--- src/shift_right_pkg.sv ---
// constants for the shift-right extension unit
package shift_right_pkg;
  localparam logic [7:0] source_off = 8'h00;
  localparam logic [7:0] amount_off = 8'h04;
  localparam logic [7:0] extension_off = 8'h08;
  localparam logic [7:0] exception_off = 8'h0c;
  localparam logic [7:0] instruction_off = 8'h10;
  localparam logic [7:0] target_off = 8'h14;
  localparam logic [7:0] status_off = 8'h18;
  // lsb-numbered positions of the big-endian fields
  localparam int amount_hi = 4;
  localparam int zero_sel_bit = 5;
  localparam int primary_hi = 31;
  localparam int primary_lo = 26;
  localparam int ext_hi = 10;
  localparam int ext_lo = 1;
  localparam int record_pos = 0;
  localparam int so_pos = 0;
  localparam int illegal_pos = 8;
  localparam logic [5:0] primary_op = 6'h1f;
  localparam logic [9:0] ext_rotate_save = 10'h298;
  localparam logic [9:0] ext_shift_word = 10'h218;
  localparam logic [9:0] ext_long_merge = 10'h2d8;
  localparam logic [31:0] reset_word = 32'h0000_0000;
  localparam logic [31:0] all_ones = 32'hffff_ffff;
  localparam logic [1:0] resp_okay = 2'h0;
  localparam logic [1:0] resp_slverr = 2'h2;
  typedef enum {op_none, op_extension, op_word, op_merge} op_t;
endpackage : shift_right_pkg

--- src/shift_path_if.sv ---
// signals between the register core and the rotate/mask unit
`timescale 1ns/1ps
interface shift_path_if;
  logic [31:0] source;
  logic [31:0] amount;
  logic [31:0] extension;
  logic [31:0] rotated;
  logic [31:0] masked;
  logic [31:0] merged;
  modport unit (input source, amount, extension, output rotated, masked, merged);
  modport core (output source, amount, extension, input rotated, masked, merged);
endinterface : shift_path_if

--- src/shift_mask_unit.sv ---
// rotate and mask datapath for the shift-right operations
`timescale 1ns/1ps
module shift_mask_unit (
  shift_path_if.unit path
);
  wire [4:0] n = path.amount[shift_right_pkg::amount_hi:0];
  wire zero_sel = path.amount[shift_right_pkg::zero_sel_bit];
  // rotate left by 32-n equals rotate right by n
  wire [63:0] doubled = {path.source, path.source} >> n;
  wire [31:0] low_ones = shift_right_pkg::all_ones >> n;
  wire [31:0] mask = zero_sel ? 32'h0000_0000 : low_ones;
  assign path.rotated = doubled[31:0];
  assign path.masked = path.rotated & mask;
  // bit 26 set: zero word merged under n ones then zeros
  assign path.merged = zero_sel ? (path.extension & low_ones)
      : ((path.rotated & low_ones) | (path.extension & ~low_ones));
endmodule : shift_mask_unit

--- src/shift_right_extension_unit.sv ---
// axi4-lite register front end and result state of the shift-right unit
//
// Local design decisions: the address map and the AXI4-Lite slave port.
`timescale 1ns/1ps
module shift_right_extension_unit (
  input wire logic aclk,
  input wire logic aresetn,
  input wire logic [7:0] s_axi_awaddr,
  input wire logic [2:0] s_axi_awprot,
  input wire logic s_axi_awvalid,
  output logic s_axi_awready,
  input wire logic [31:0] s_axi_wdata,
  input wire logic [3:0] s_axi_wstrb,
  input wire logic s_axi_wvalid,
  output logic s_axi_wready,
  output logic [1:0] s_axi_bresp,
  output logic s_axi_bvalid,
  input wire logic s_axi_bready,
  input wire logic [7:0] s_axi_araddr,
  input wire logic [2:0] s_axi_arprot,
  input wire logic s_axi_arvalid,
  output logic s_axi_arready,
  output logic [31:0] s_axi_rdata,
  output logic [1:0] s_axi_rresp,
  output logic s_axi_rvalid,
  input wire logic s_axi_rready
);
  logic [31:0] source_register;
  logic [31:0] shift_amount_register;
  logic [31:0] extension_register;
  logic [31:0] exception_register;
  logic [31:0] instruction;
  logic [31:0] target_register;
  logic [3:0] cond_field;
  logic illegal;
  logic aw_held;
  logic [7:0] aw_addr;
  logic w_held;
  logic [31:0] w_data;
  logic [3:0] w_strb;

  shift_path_if path ();
  shift_mask_unit unit (.path(path));
  assign path.source = source_register;
  assign path.amount = shift_amount_register;
  assign path.extension = extension_register;

  // write path: address and data are taken independently
  assign s_axi_awready = !aw_held;
  assign s_axi_wready = !w_held;
  wire commit = aw_held && w_held && !s_axi_bvalid;
  logic [31:0] strobe_mask;
  for (genvar lane = 0; lane < 4; lane++) begin : g_lane
    assign strobe_mask[lane*8 +: 8] = {8{w_strb[lane]}};
  end
  wire hit_source = aw_addr == shift_right_pkg::source_off;
  wire hit_amount = aw_addr == shift_right_pkg::amount_off;
  wire hit_extension = aw_addr == shift_right_pkg::extension_off;
  wire hit_exception = aw_addr == shift_right_pkg::exception_off;
  wire hit_instruction = aw_addr == shift_right_pkg::instruction_off;
  wire write_mapped = hit_source || hit_amount || hit_extension || hit_exception
      || hit_instruction || aw_addr == shift_right_pkg::target_off
      || aw_addr == shift_right_pkg::status_off;
  wire [31:0] next_instruction = (instruction & ~strobe_mask) | (w_data & strobe_mask);
  wire [31:0] next_source = (source_register & ~strobe_mask) | (w_data & strobe_mask);
  wire [31:0] next_amount = (shift_amount_register & ~strobe_mask) | (w_data & strobe_mask);
  wire [31:0] next_exception = (exception_register & ~strobe_mask) | (w_data & strobe_mask);
  wire [31:0] next_extension = (extension_register & ~strobe_mask) | (w_data & strobe_mask);
  wire load_source = commit && hit_source;
  wire load_amount = commit && hit_amount;
  wire load_exception = commit && hit_exception;
  wire load_extension = commit && hit_extension;

  // decode of the newly written instruction word
  wire [5:0] primary = next_instruction[shift_right_pkg::primary_hi:shift_right_pkg::primary_lo];
  wire [9:0] ext_code = next_instruction[shift_right_pkg::ext_hi:shift_right_pkg::ext_lo];
  wire record_bit = next_instruction[shift_right_pkg::record_pos];
  shift_right_pkg::op_t op;
  always_comb begin
    op = shift_right_pkg::op_none;
    if (primary == shift_right_pkg::primary_op) begin
      case (ext_code)
        shift_right_pkg::ext_rotate_save: op = shift_right_pkg::op_extension;
        shift_right_pkg::ext_shift_word: op = shift_right_pkg::op_word;
        shift_right_pkg::ext_long_merge: op = shift_right_pkg::op_merge;
        default: op = shift_right_pkg::op_none;
      endcase
    end
  end
  wire execute = commit && hit_instruction;
  wire run = execute && op != shift_right_pkg::op_none;
  wire save_rotated = run && op == shift_right_pkg::op_extension;
  wire record_update = run && record_bit;
  wire [31:0] next_target = (op == shift_right_pkg::op_merge) ? path.merged : path.masked;
  wire negative_flag = next_target[31];
  wire zero_flag = next_target == 32'h0000_0000;
  wire positive_flag = !negative_flag && !zero_flag;
  wire [3:0] next_cond = {negative_flag, positive_flag, zero_flag,
      exception_register[shift_right_pkg::so_pos]};

  always_ff @(posedge aclk) begin
    if (!aresetn) begin
      aw_held <= 1'b0;
      aw_addr <= 8'h00;
    end else if (s_axi_awvalid && !aw_held) begin
      aw_held <= 1'b1;
      aw_addr <= {s_axi_awaddr[7:2], 2'b00};
    end else if (commit) begin
      aw_held <= 1'b0;
    end
  end

  always_ff @(posedge aclk) begin
    if (!aresetn) begin
      w_held <= 1'b0;
      w_data <= shift_right_pkg::reset_word;
      w_strb <= 4'h0;
    end else if (s_axi_wvalid && !w_held) begin
      w_held <= 1'b1;
      w_data <= s_axi_wdata;
      w_strb <= s_axi_wstrb;
    end else if (commit) begin
      w_held <= 1'b0;
    end
  end

  always_ff @(posedge aclk) begin
    if (!aresetn) begin
      s_axi_bvalid <= 1'b0;
      s_axi_bresp <= shift_right_pkg::resp_okay;
    end else if (commit) begin
      s_axi_bvalid <= 1'b1;
      s_axi_bresp <= write_mapped ? shift_right_pkg::resp_okay : shift_right_pkg::resp_slverr;
    end else if (s_axi_bready) begin
      s_axi_bvalid <= 1'b0;
    end
  end

  always_ff @(posedge aclk) begin
    if (!aresetn) begin
      source_register <= shift_right_pkg::reset_word;
    end else if (load_source) begin
      source_register <= next_source;
    end
  end

  always_ff @(posedge aclk) begin
    if (!aresetn) begin
      shift_amount_register <= shift_right_pkg::reset_word;
    end else if (load_amount) begin
      shift_amount_register <= next_amount;
    end
  end

  // only software writes reach the exception register
  always_ff @(posedge aclk) begin
    if (!aresetn) begin
      exception_register <= shift_right_pkg::reset_word;
    end else if (load_exception) begin
      exception_register <= next_exception;
    end
  end

  // all results of one instruction land on the same edge
  always_ff @(posedge aclk) begin
    if (!aresetn) begin
      instruction <= shift_right_pkg::reset_word;
      illegal <= 1'b0;
    end else if (execute) begin
      instruction <= next_instruction;
      illegal <= !run;
    end
  end

  always_ff @(posedge aclk) begin
    if (!aresetn) begin
      target_register <= shift_right_pkg::reset_word;
    end else if (run) begin
      target_register <= next_target;
    end
  end

  always_ff @(posedge aclk) begin
    if (!aresetn) begin
      extension_register <= shift_right_pkg::reset_word;
    end else if (save_rotated) begin
      extension_register <= path.rotated;
    end else if (load_extension) begin
      extension_register <= next_extension;
    end
  end

  always_ff @(posedge aclk) begin
    if (!aresetn) begin
      cond_field <= 4'h0;
    end else if (record_update) begin
      cond_field <= next_cond;
    end
  end

  // read path: one cycle from address to data
  assign s_axi_arready = !s_axi_rvalid;
  wire [7:0] rd_addr = {s_axi_araddr[7:2], 2'b00};
  logic [31:0] rd_word;
  logic rd_hit;
  always_comb begin
    rd_word = shift_right_pkg::reset_word;
    rd_hit = 1'b1;
    case (rd_addr)
      shift_right_pkg::source_off: rd_word = source_register;
      shift_right_pkg::amount_off: rd_word = shift_amount_register;
      shift_right_pkg::extension_off: rd_word = extension_register;
      shift_right_pkg::exception_off: rd_word = exception_register;
      shift_right_pkg::instruction_off: rd_word = instruction;
      shift_right_pkg::target_off: rd_word = target_register;
      shift_right_pkg::status_off: begin
        rd_word[3:0] = cond_field;
        rd_word[shift_right_pkg::illegal_pos] = illegal;
      end
      default: rd_hit = 1'b0;
    endcase
  end

  always_ff @(posedge aclk) begin
    if (!aresetn) begin
      s_axi_rvalid <= 1'b0;
      s_axi_rdata <= shift_right_pkg::reset_word;
      s_axi_rresp <= shift_right_pkg::resp_okay;
    end else if (s_axi_arvalid && !s_axi_rvalid) begin
      s_axi_rvalid <= 1'b1;
      s_axi_rdata <= rd_word;
      s_axi_rresp <= rd_hit ? shift_right_pkg::resp_okay : shift_right_pkg::resp_slverr;
    end else if (s_axi_rready) begin
      s_axi_rvalid <= 1'b0;
    end
  end
endmodule : shift_right_extension_unit

--- config.mk ---
export PLATFORM = sky130hd
export DESIGN_NAME = shift_right_extension_unit
export DESIGN_NICKNAME = d
export VERILOG_FILES = /design/src/shift_right_pkg.sv /design/src/shift_path_if.sv /design/src/shift_mask_unit.sv /design/src/shift_right_extension_unit.sv
export SDC_FILE = /design/constraint.sdc
export NUM_CORES = 1
export LEC_CHECK = 0
export ABC_AREA = 1
export BUFFER_PORTS_ARGS = -buffer_cell sky130_fd_sc_hd__buf_4
export CORE_MARGIN = 3
export CORE_UTILIZATION = 30
export DETAILED_ROUTE_END_ITERATION = 6
export GPL_ROUTABILITY_DRIVEN = 0
export PLACE_DENSITY_LB_ADDON = 0.08
export SYNTH_ARGS = -nofsm -noshare
export SYNTH_HDL_FRONTEND = slang
export SYNTH_HIERARCHICAL = 1
export SYNTH_SLANG_ARGS = --single-unit
--- constraint.sdc ---
create_clock -name aclk -period 1.82 [get_ports aclk]
set_input_delay 0.091 -clock aclk [delete_from_list [all_inputs] [get_ports aclk]]
set_output_delay 0.091 -clock aclk [all_outputs]
set_load 0.02 [all_outputs]
==> results of run 1 <==
-- per-stage QoR --
step	power (mW)	TNS [ns]	cells	instance area, um^2
floorplan	7.06	-1.42	2349	15500
global placement	7.87	-49.69	3377	19700
detailed placement	7.88	-50.11	3377	19700
CTS	14.7	-26.07	3524	22500
global route	15.2	-43.11	3551	23900
finish	14.7	-33.46	3551	23900
-- per-layer routing --
| metal | vias to the layer above | routed length, um |
|---|---|---|
| met3 | 126 | 5430 |
| met4 | 0 | 2260 |
| li1 | 8904 | - |
| met5 | - | 0 |
| met1 | 9118 | 35200 |
| met2 | 768 | 33200 |
-- worst paths after layout --
check	start	endpoint	slack, ns	depth (start not counted)
hold / removal	s_axi_wstrb[0]	w_strb[0]	0.02	3
hold reg to reg	flop	flop	0.46	2
setup reg to reg	flop	cond_field[2]	-0.69	20
setup / recovery	flop	cond_field[2]	-0.69	20
-- critical path, stage by stage (launching register included) --
cell	delay, ns
dfxtp_4	0.37
buf_12	0.18
nand2_1	0.13
nand3_1	0.11
nand3_1	0.13
nand3_2	0.09
nand2_2	0.11
nand2_2	0.09
nand3_1	0.12
nand2_1	0.06
inv_1	0.06
nand4_1	0.08
nand2_1	0.10
nand2_1	0.07
nor2_2	0.12
nand2_1	0.09
nor2_2	0.15
buf_4	0.12
nand2_1	0.07
nand2_1	0.07
a21oi_1	0.05
-- timing repair --
item | in CTS | in global routing
buffers inserted | 31 | 23
pin swaps | 30 | 48
endpoints found under the setup margin | 164 | 189
hold endpoints to repair | 47 | 0
resized for setup | 207 | 358
hold buffers | 48 | 0
gates cloned | 11 | 7
-- cell families (layout without fill, tap and decap cells) --
logic type,after synthesis,after routing
buffers and inverters,455,985
other,1,2
flip-flops,277,277
AO/OA/AOI/OAI,588,588
multiplexers,10,10
AND/OR/NAND/NOR,1016,1016
XOR/XNOR,1,1
-- layout make-up --
| class | instances | area (um^2) |
|---|---|---|
| well taps | 672 | 841 |
| multi-input cells | 1617 | 9450 |
| repair buffers | 619 | 5730 |
| repair inverters | 1 | 5.00 |
| clock inverters | 8 | 87.6 |
| flip-flops and latches | 277 | 5570 |
| inverters | 307 | 1200 |
| clock buffers | 50 | 971 |
| fillers | 5058 | 26500 |
-- report_power, final --
| part | switching (mW) | internal, mW |
|---|---|---|
| clock | 2.82 | 3.85 |
| combinational | 0.970 | 0.693 |
| sequential | 0.150 | 6.20 |
-- cells in the final DEF (no fill, tap or decap), types with 24 or more instances in the layout --
master,synthesis,routed
buf_4,15,467
buf_6,8,46
o21ai_0,227,145
a31oi_1,31,31
buf_12,0,36
nand2_1,460,356
a21oi_2,0,30
nand3_1,243,165
nand2_2,5,104
a211oi_1,42,26
clkbuf_16,0,37
dlygate4sd3_1,0,48
o21ai_2,4,55
a221oi_1,49,33
nor2_1,228,189
nor2_2,6,30
o21ai_1,3,24
nand4_1,33,33
dfxtp_1,277,267
nand3_2,9,82
inv_1,293,277
a21oi_1,175,145
==> results by group, run 1 <==
Synth
  – Top FF cell, synth: dfxtp_1
  – EDFF count, synth: 0
  – Flops & latches, synth: between 200 and 300
  – Synth unique cells: 41
  – Syn_area_per_cell: between 6 and 7 um^2
  – Simple-gate share of the synthesized area: 28.4%
  – Post-synth top cells: nand2_1 (460), inv_1 (293), dfxtp_1 (277), nand3_1 (243), nor2_1 (228)
  – Largest family of logic cells by synthesized area: simple AND/OR/NAND/NOR gates
  – Post-synth ARST share: 0%
  – Share of the synthesized area in the top cell type: a little over a third
  – Cell Area, Synth: roughly 0.015 mm^2
  – Top post-synthesis cells by area: dfxtp_1 (36%), nand2_1 (11%), nand3_1 (7.9%)
  – Syn Inst Count: approximately 2300
  – Ys Warns: 6
  – Seq/Total Area, Yosys: 36.1%
  – Yosys top cell by area: dfxtp_1
  – Top-count cell post-synth: nand2_1
  – Compound-gate portion of the synthesized area: roughly 22%
  – Mux contribution to synthesized area: 0.652%
  – Adder-Cell Fraction of Synth Area: 0%
  – XOR/XNOR Fraction of Synth Area: less than 1%

Final layout
  – Synthesis-to-finish area growth: 55.5%
  – Final core utilization: approximately 47%
  – N_diodes: 0
  – Layout net count: between 2000 and 3000
  – Proportion of layout cells with a drive suffix above 1: 35.8%

Timing
  – Fin. Hold Viols: 0
  – Worst slew margin: 55.3%
  – FMAX: about 400 MHz
  – Period utilization: 138%
  – Hold slack: between 0.02 and 0.025 ns
  – PnR worst setup slack: -0.688 ns
  – Setup-failing EPs final: 80
  – Worst clock skew: just over 0.02 ns
  – Fin. max-slew vios: 0
  – Slew @ Worst Pin: roughly 0.67 ns
  – Post-route minimum period: about 2.5 ns
  – RSZ-0062 raised after global routing: yes

Placement
  – Detail Placement HPWL: roughly 55 mm
  – Port bufs: 93
  – Pre-CTS setup slack: -0.912 ns

Route
  – Wirelength per Cell: about 21 um
  – DR DRC count: 0
  – Vias: about 19000
  – Routed Antenna Nets: 0
  – DRT iter0 DRCs: about 1900
  – Via density: 5.33
  – DRT Pass-1 Iters: 7
  – Final wirelength: 76.1 mm

Global route
  – Total Routing Usage GR: approximately 27%
  – Initial antenna violation count: 1
  – Layer with the highest usage: met2
  – Vias in the first global route: 17700
  – Total grt overflow: 0
  – First-pass GRT wire length: ~110 mm
  – Met3 usage: 3.93%
  – Largest net degree at the start of global routing: 86
  – GR met2 Demand/Resource: about 42%
  – Grt met1 use: 39.1%

Setup path
  – Crit path kind: reg2reg
  – Worst Setup Start Kind: flop
  – Critical Path End Type: flop
  – Required @ worst endpoint: 2.26 ns
  – Data arrival, critical path: between 2 and 3 ns
  – Worst-path fanout max: 34

Clock network
  – Reg clk slew, reported paths: 0.06 ns
  – Clk buf depth: 3
  – Num Clock Sinks: 277
  – Clock root buffer: clkbuf_16
  – TritonCTS buffer count: 34
  – Clk_lat worst skew: 0.55 ns
  – H-tree Lvls: 2
  – CTS tree: done

Floorplan
  – Die Y: 232 um
  – Core Footprint: roughly 0.050 mm^2
  – Row Count: 82
  – Initial Utilization: a little under a third
  – Die width: 232 um
  – Die ar.: ~0.054 mm^2
  – Ports: about 110

Hold path
  – Worst min path class: in2reg

Outcome
  – Failing checks: setup timing
  – Status: finished with violations

Power
  – Peak VDD IR: 504 uV
  – Static Leak: around 11 nW
  – Pwr dens: approximately 620 mW/mm^2

Job
  – Max Cap Viol: 0
Power figures use the tool's default switching activity.
==> run 2, diff against run 1 <==
Settings changed: CORE_UTILIZATION 30 to 45, SLEW_MARGIN from default to 10.
==> run 2 against run 1 <==
Against the previous run: the run still ends with setup timing left; critical path type unchanged; largest power group unchanged; first-iteration DRC count increased by 37%; total power increased by 1.3%; sequential power about the same; clock power increased by 3.3%.
==> results by group, run 2 (same netlist as run 1, synthesis figures left out) <==
Clock network
  – Clock root buffer: clkbuf_16
  – CTS tree: done
  – Num Clock Sinks: 277 (unchanged)
  – TritonCTS buffer count: 30 (-12%)
  – H-tree Lvls: 1 (-1)
  – Clk_lat worst skew: 0.57 ns (+0.02 ns)
  – Reg clk slew, reported paths: 0.07 ns (about the same)
  – Clk buf depth: 3 (unchanged)

Floorplan
  – Initial Utilization: 46.4% (+16 points)
  – Row Count: 66 (-20%)
  – Die ar.: 0.0363 mm^2 (-33%)
  – Ports: 106 (unchanged)
  – Die Y: 191 um (-18%)
  – Die width: 191 um (-18%)
  – Core Footprint: 0.0330 mm^2 (-34%)

Final layout
  – Fin cells: 3325 (-6.4%)
  – Synthesis-to-finish area growth: 52.8%
  – Sequential standard cell area: 0.00557 mm^2 (about the same)
  – Most frequent cells in the layout: buf_4 (477), nand2_1 (366), inv_1 (280), dfxtp_1 (266), nand3_1 (200)
  – Commonest non-fill, non-tap cell in the layout: buf_4
  – Layout net count: 2924 (+0.068%)
  – Fill cells: 2698 (-47%)
  – Proportion of layout cells with a drive suffix above 1: 34.0% (-1.9 points)
  – Multi-input gate area: 0.00930 mm^2 (-1.6%)
  – N_diodes: 0 (unchanged)

Placement
  – Port bufs: 93 (unchanged)
  – Placed Cells: 3146 (-6.8%)
  – Detail Placement HPWL: 49.2 mm (-11%)
  – Pre-CTS setup slack: -0.762 ns (+0.150 ns)

Outcome
  – Failing checks: setup timing
  – Status: finished with violations

Global route
  – Largest net degree at the start of global routing: 97 (+13%)
  – First-pass GRT wire length: 106 mm (-5.0%)
  – Initial antenna violation count: 0 (-1)
  – Total grt overflow: 0 (unchanged)
  – Vias in the first global route: 18500 (+4.8%)
  – Total Routing Usage GR: 37.2% (+10 points)

Setup path
  – Worst r2r path cells: 20 (unchanged)
  – Worst Setup Start Kind: flop
  – Critical Path End Type: flop
  – Data arrival, critical path: 2.91 ns (-0.04 ns)
  – Worst-path fanout max: 21 (-38%)
  – Required @ worst endpoint: 2.27 ns (about the same)
  – Crit path kind: reg2reg

Route
  – DRT iter0 DRCs: 2543 (+37%)
  – Routed Antenna Nets: 0 (unchanged)
  – DR DRC count: 0 (unchanged)
  – Via density: 5.91 (+11%)
  – Final wirelength: 71.4 mm (-6.2%)
  – DRT Pass-1 Iters: 6 (-1)
  – Vias: 19600 (+3.9%)
  – Wirelength per Cell: 21.5 um (+0.23%)

Timing
  – RSZ-0062 raised after global routing: yes
  – Fin. max-slew vios: 0 (unchanged)
  – FMAX: 406 MHz (+1.9%)
  – PnR worst setup slack: -0.641 ns (+0.0471 ns)
  – Period utilization: 135% (-2.6 points)
  – Setup-failing EPs final: 76 (-5.0%)
  – Fin. Hold Viols: 0 (unchanged)
  – Worst slew margin: 54.5% (-0.82 points)
  – Slew @ Worst Pin: 0.682 ns (+0.0122 ns)
  – Worst clock skew: 0.0166 ns (-0.00382 ns)
  – Post-route minimum period: 2.46 ns (-0.0471 ns)

Power
  – Sequential share of power: 42.7% (-0.5 points)
  – Internal Power: 11.1 mW (+3.6%)
  – Static Leak: 10.5 nW (-0.24%)
  – Power, Total: 14.9 mW (+1.3%)
  – Net Sw Frac: 25.2% (-1.6 points)
  – Peak VDD IR: 879 uV (+74%)
  – Clk network pwr share: 46.3% (+0.9 points)
  – Pwr dens: 635 mW/mm^2 (+3.1%)
  – Combinational share of power: 11.0% (-0.3 points)
  – Switching pwr: 3.75 mW (-4.9%)

Hold path
  – Hold Crit Depth: 5 (+2)
  – Worst min path class: in2reg

Job
  – Max Cap Viol: 0 (unchanged)
-- run 2: cell types whose count changed in the layout (fill, tap and decap cells not counted), moves of 7 or more --
cell      previous run  this run
a211oi_2            16         8
a21oi_1            145       135
a21oi_2             30        38
buf_4              467       477
nand2_1            356       366
nand2_2            104        87
nand2_4              5        12
nand3_1            165       200
nand3_2             82        50
nor2_2              30        22
o21ai_0            145       155
o21ai_2             55        36
-- run 2: power groups by stage --
stage	Sequential, mW	Clock (mW)	Combinational (mW)
after floorplan	6.48	0	0.574
after global placement	6.46	0	1.32
after detailed placement	6.47	0	1.33
after CTS	6.34	6.89	1.53
after global routing	6.36	7.16	1.74
final	6.35	6.89	1.63
-- run 2: layout make-up --
type	count	area share, %
clock buffers	42	3.78
clock inverters	14	0.977
inverters	307	5.12
multi-input cells	1617	39.7
flip-flops and latches	277	23.8
well taps	442	2.36
repair buffers	624	24.3
repair inverters	2	0.0534
-- run 2: through the flow --
step / hold slack (ns) / utilization (%) / instance area [um^2] / TNS (ns)
after floorplan: 0.226 / - / 15500 / -1.42
after global placement: 0.311 / 58.8 / 19400 / -29.79
after detailed placement: 0.316 / 58.8 / 19400 / -34.79
after CTS: 0.0611 / 68.4 / 22600 / -21.87
after global routing: 0.0969 / 71.0 / 23400 / -37.60
final: 0.0847 / 71.0 / 23400 / -30.10
-- run 2: timing repair --
action / CTS / global route
hold buffers: 51 / 0
endpoints found under the setup margin: 142 / 143
buffers inserted: 49 / 22
pin swaps: 52 / 53
gates resized for setup: 290 / 224
gates cloned: 16 / 6
hold endpoints to repair: 69 / 0
-- run 2: critical path, cell delays in order (launching register included) --
cell and delay [ns]:
dfxtp_4 0.38, buf_12 0.16, nand2_1 0.08, buf_4 0.11
nand3_2 0.10, nand3_2 0.10, nand3_1 0.08, nand2_2 0.15
nand2_1 0.10, nand3_1 0.12, nand2_1 0.06, inv_1 0.08
nand4_1 0.14, nand2_1 0.14, nand2_2 0.08, nor2_4 0.11
nand2_1 0.06, nor2_2 0.09, nand2_2 0.08, nand2_2 0.08
a21oi_2 0.05
-- run 2: worst paths after layout --
| check | end | start | slack [ns] |
|---|---|---|---|
| hold reg to reg | flop | flop | 0.45 |
| hold / removal | s_axi_rdata[8] | s_axi_arvalid | 0.08 |
| setup reg to reg | cond_field[2] | flop | -0.64 |
| setup / recovery | cond_field[2] | flop | -0.64 |
-- run 2: per-layer routing --
layer  track usage, %  share of wire [%]  vias up
met2             57.1                 43     1274
met5                0                  0        -
met4             15.1                5.0        0
met1             51.5                 40     9211
met3             7.04                 12      245
li1                 -                  -     8917
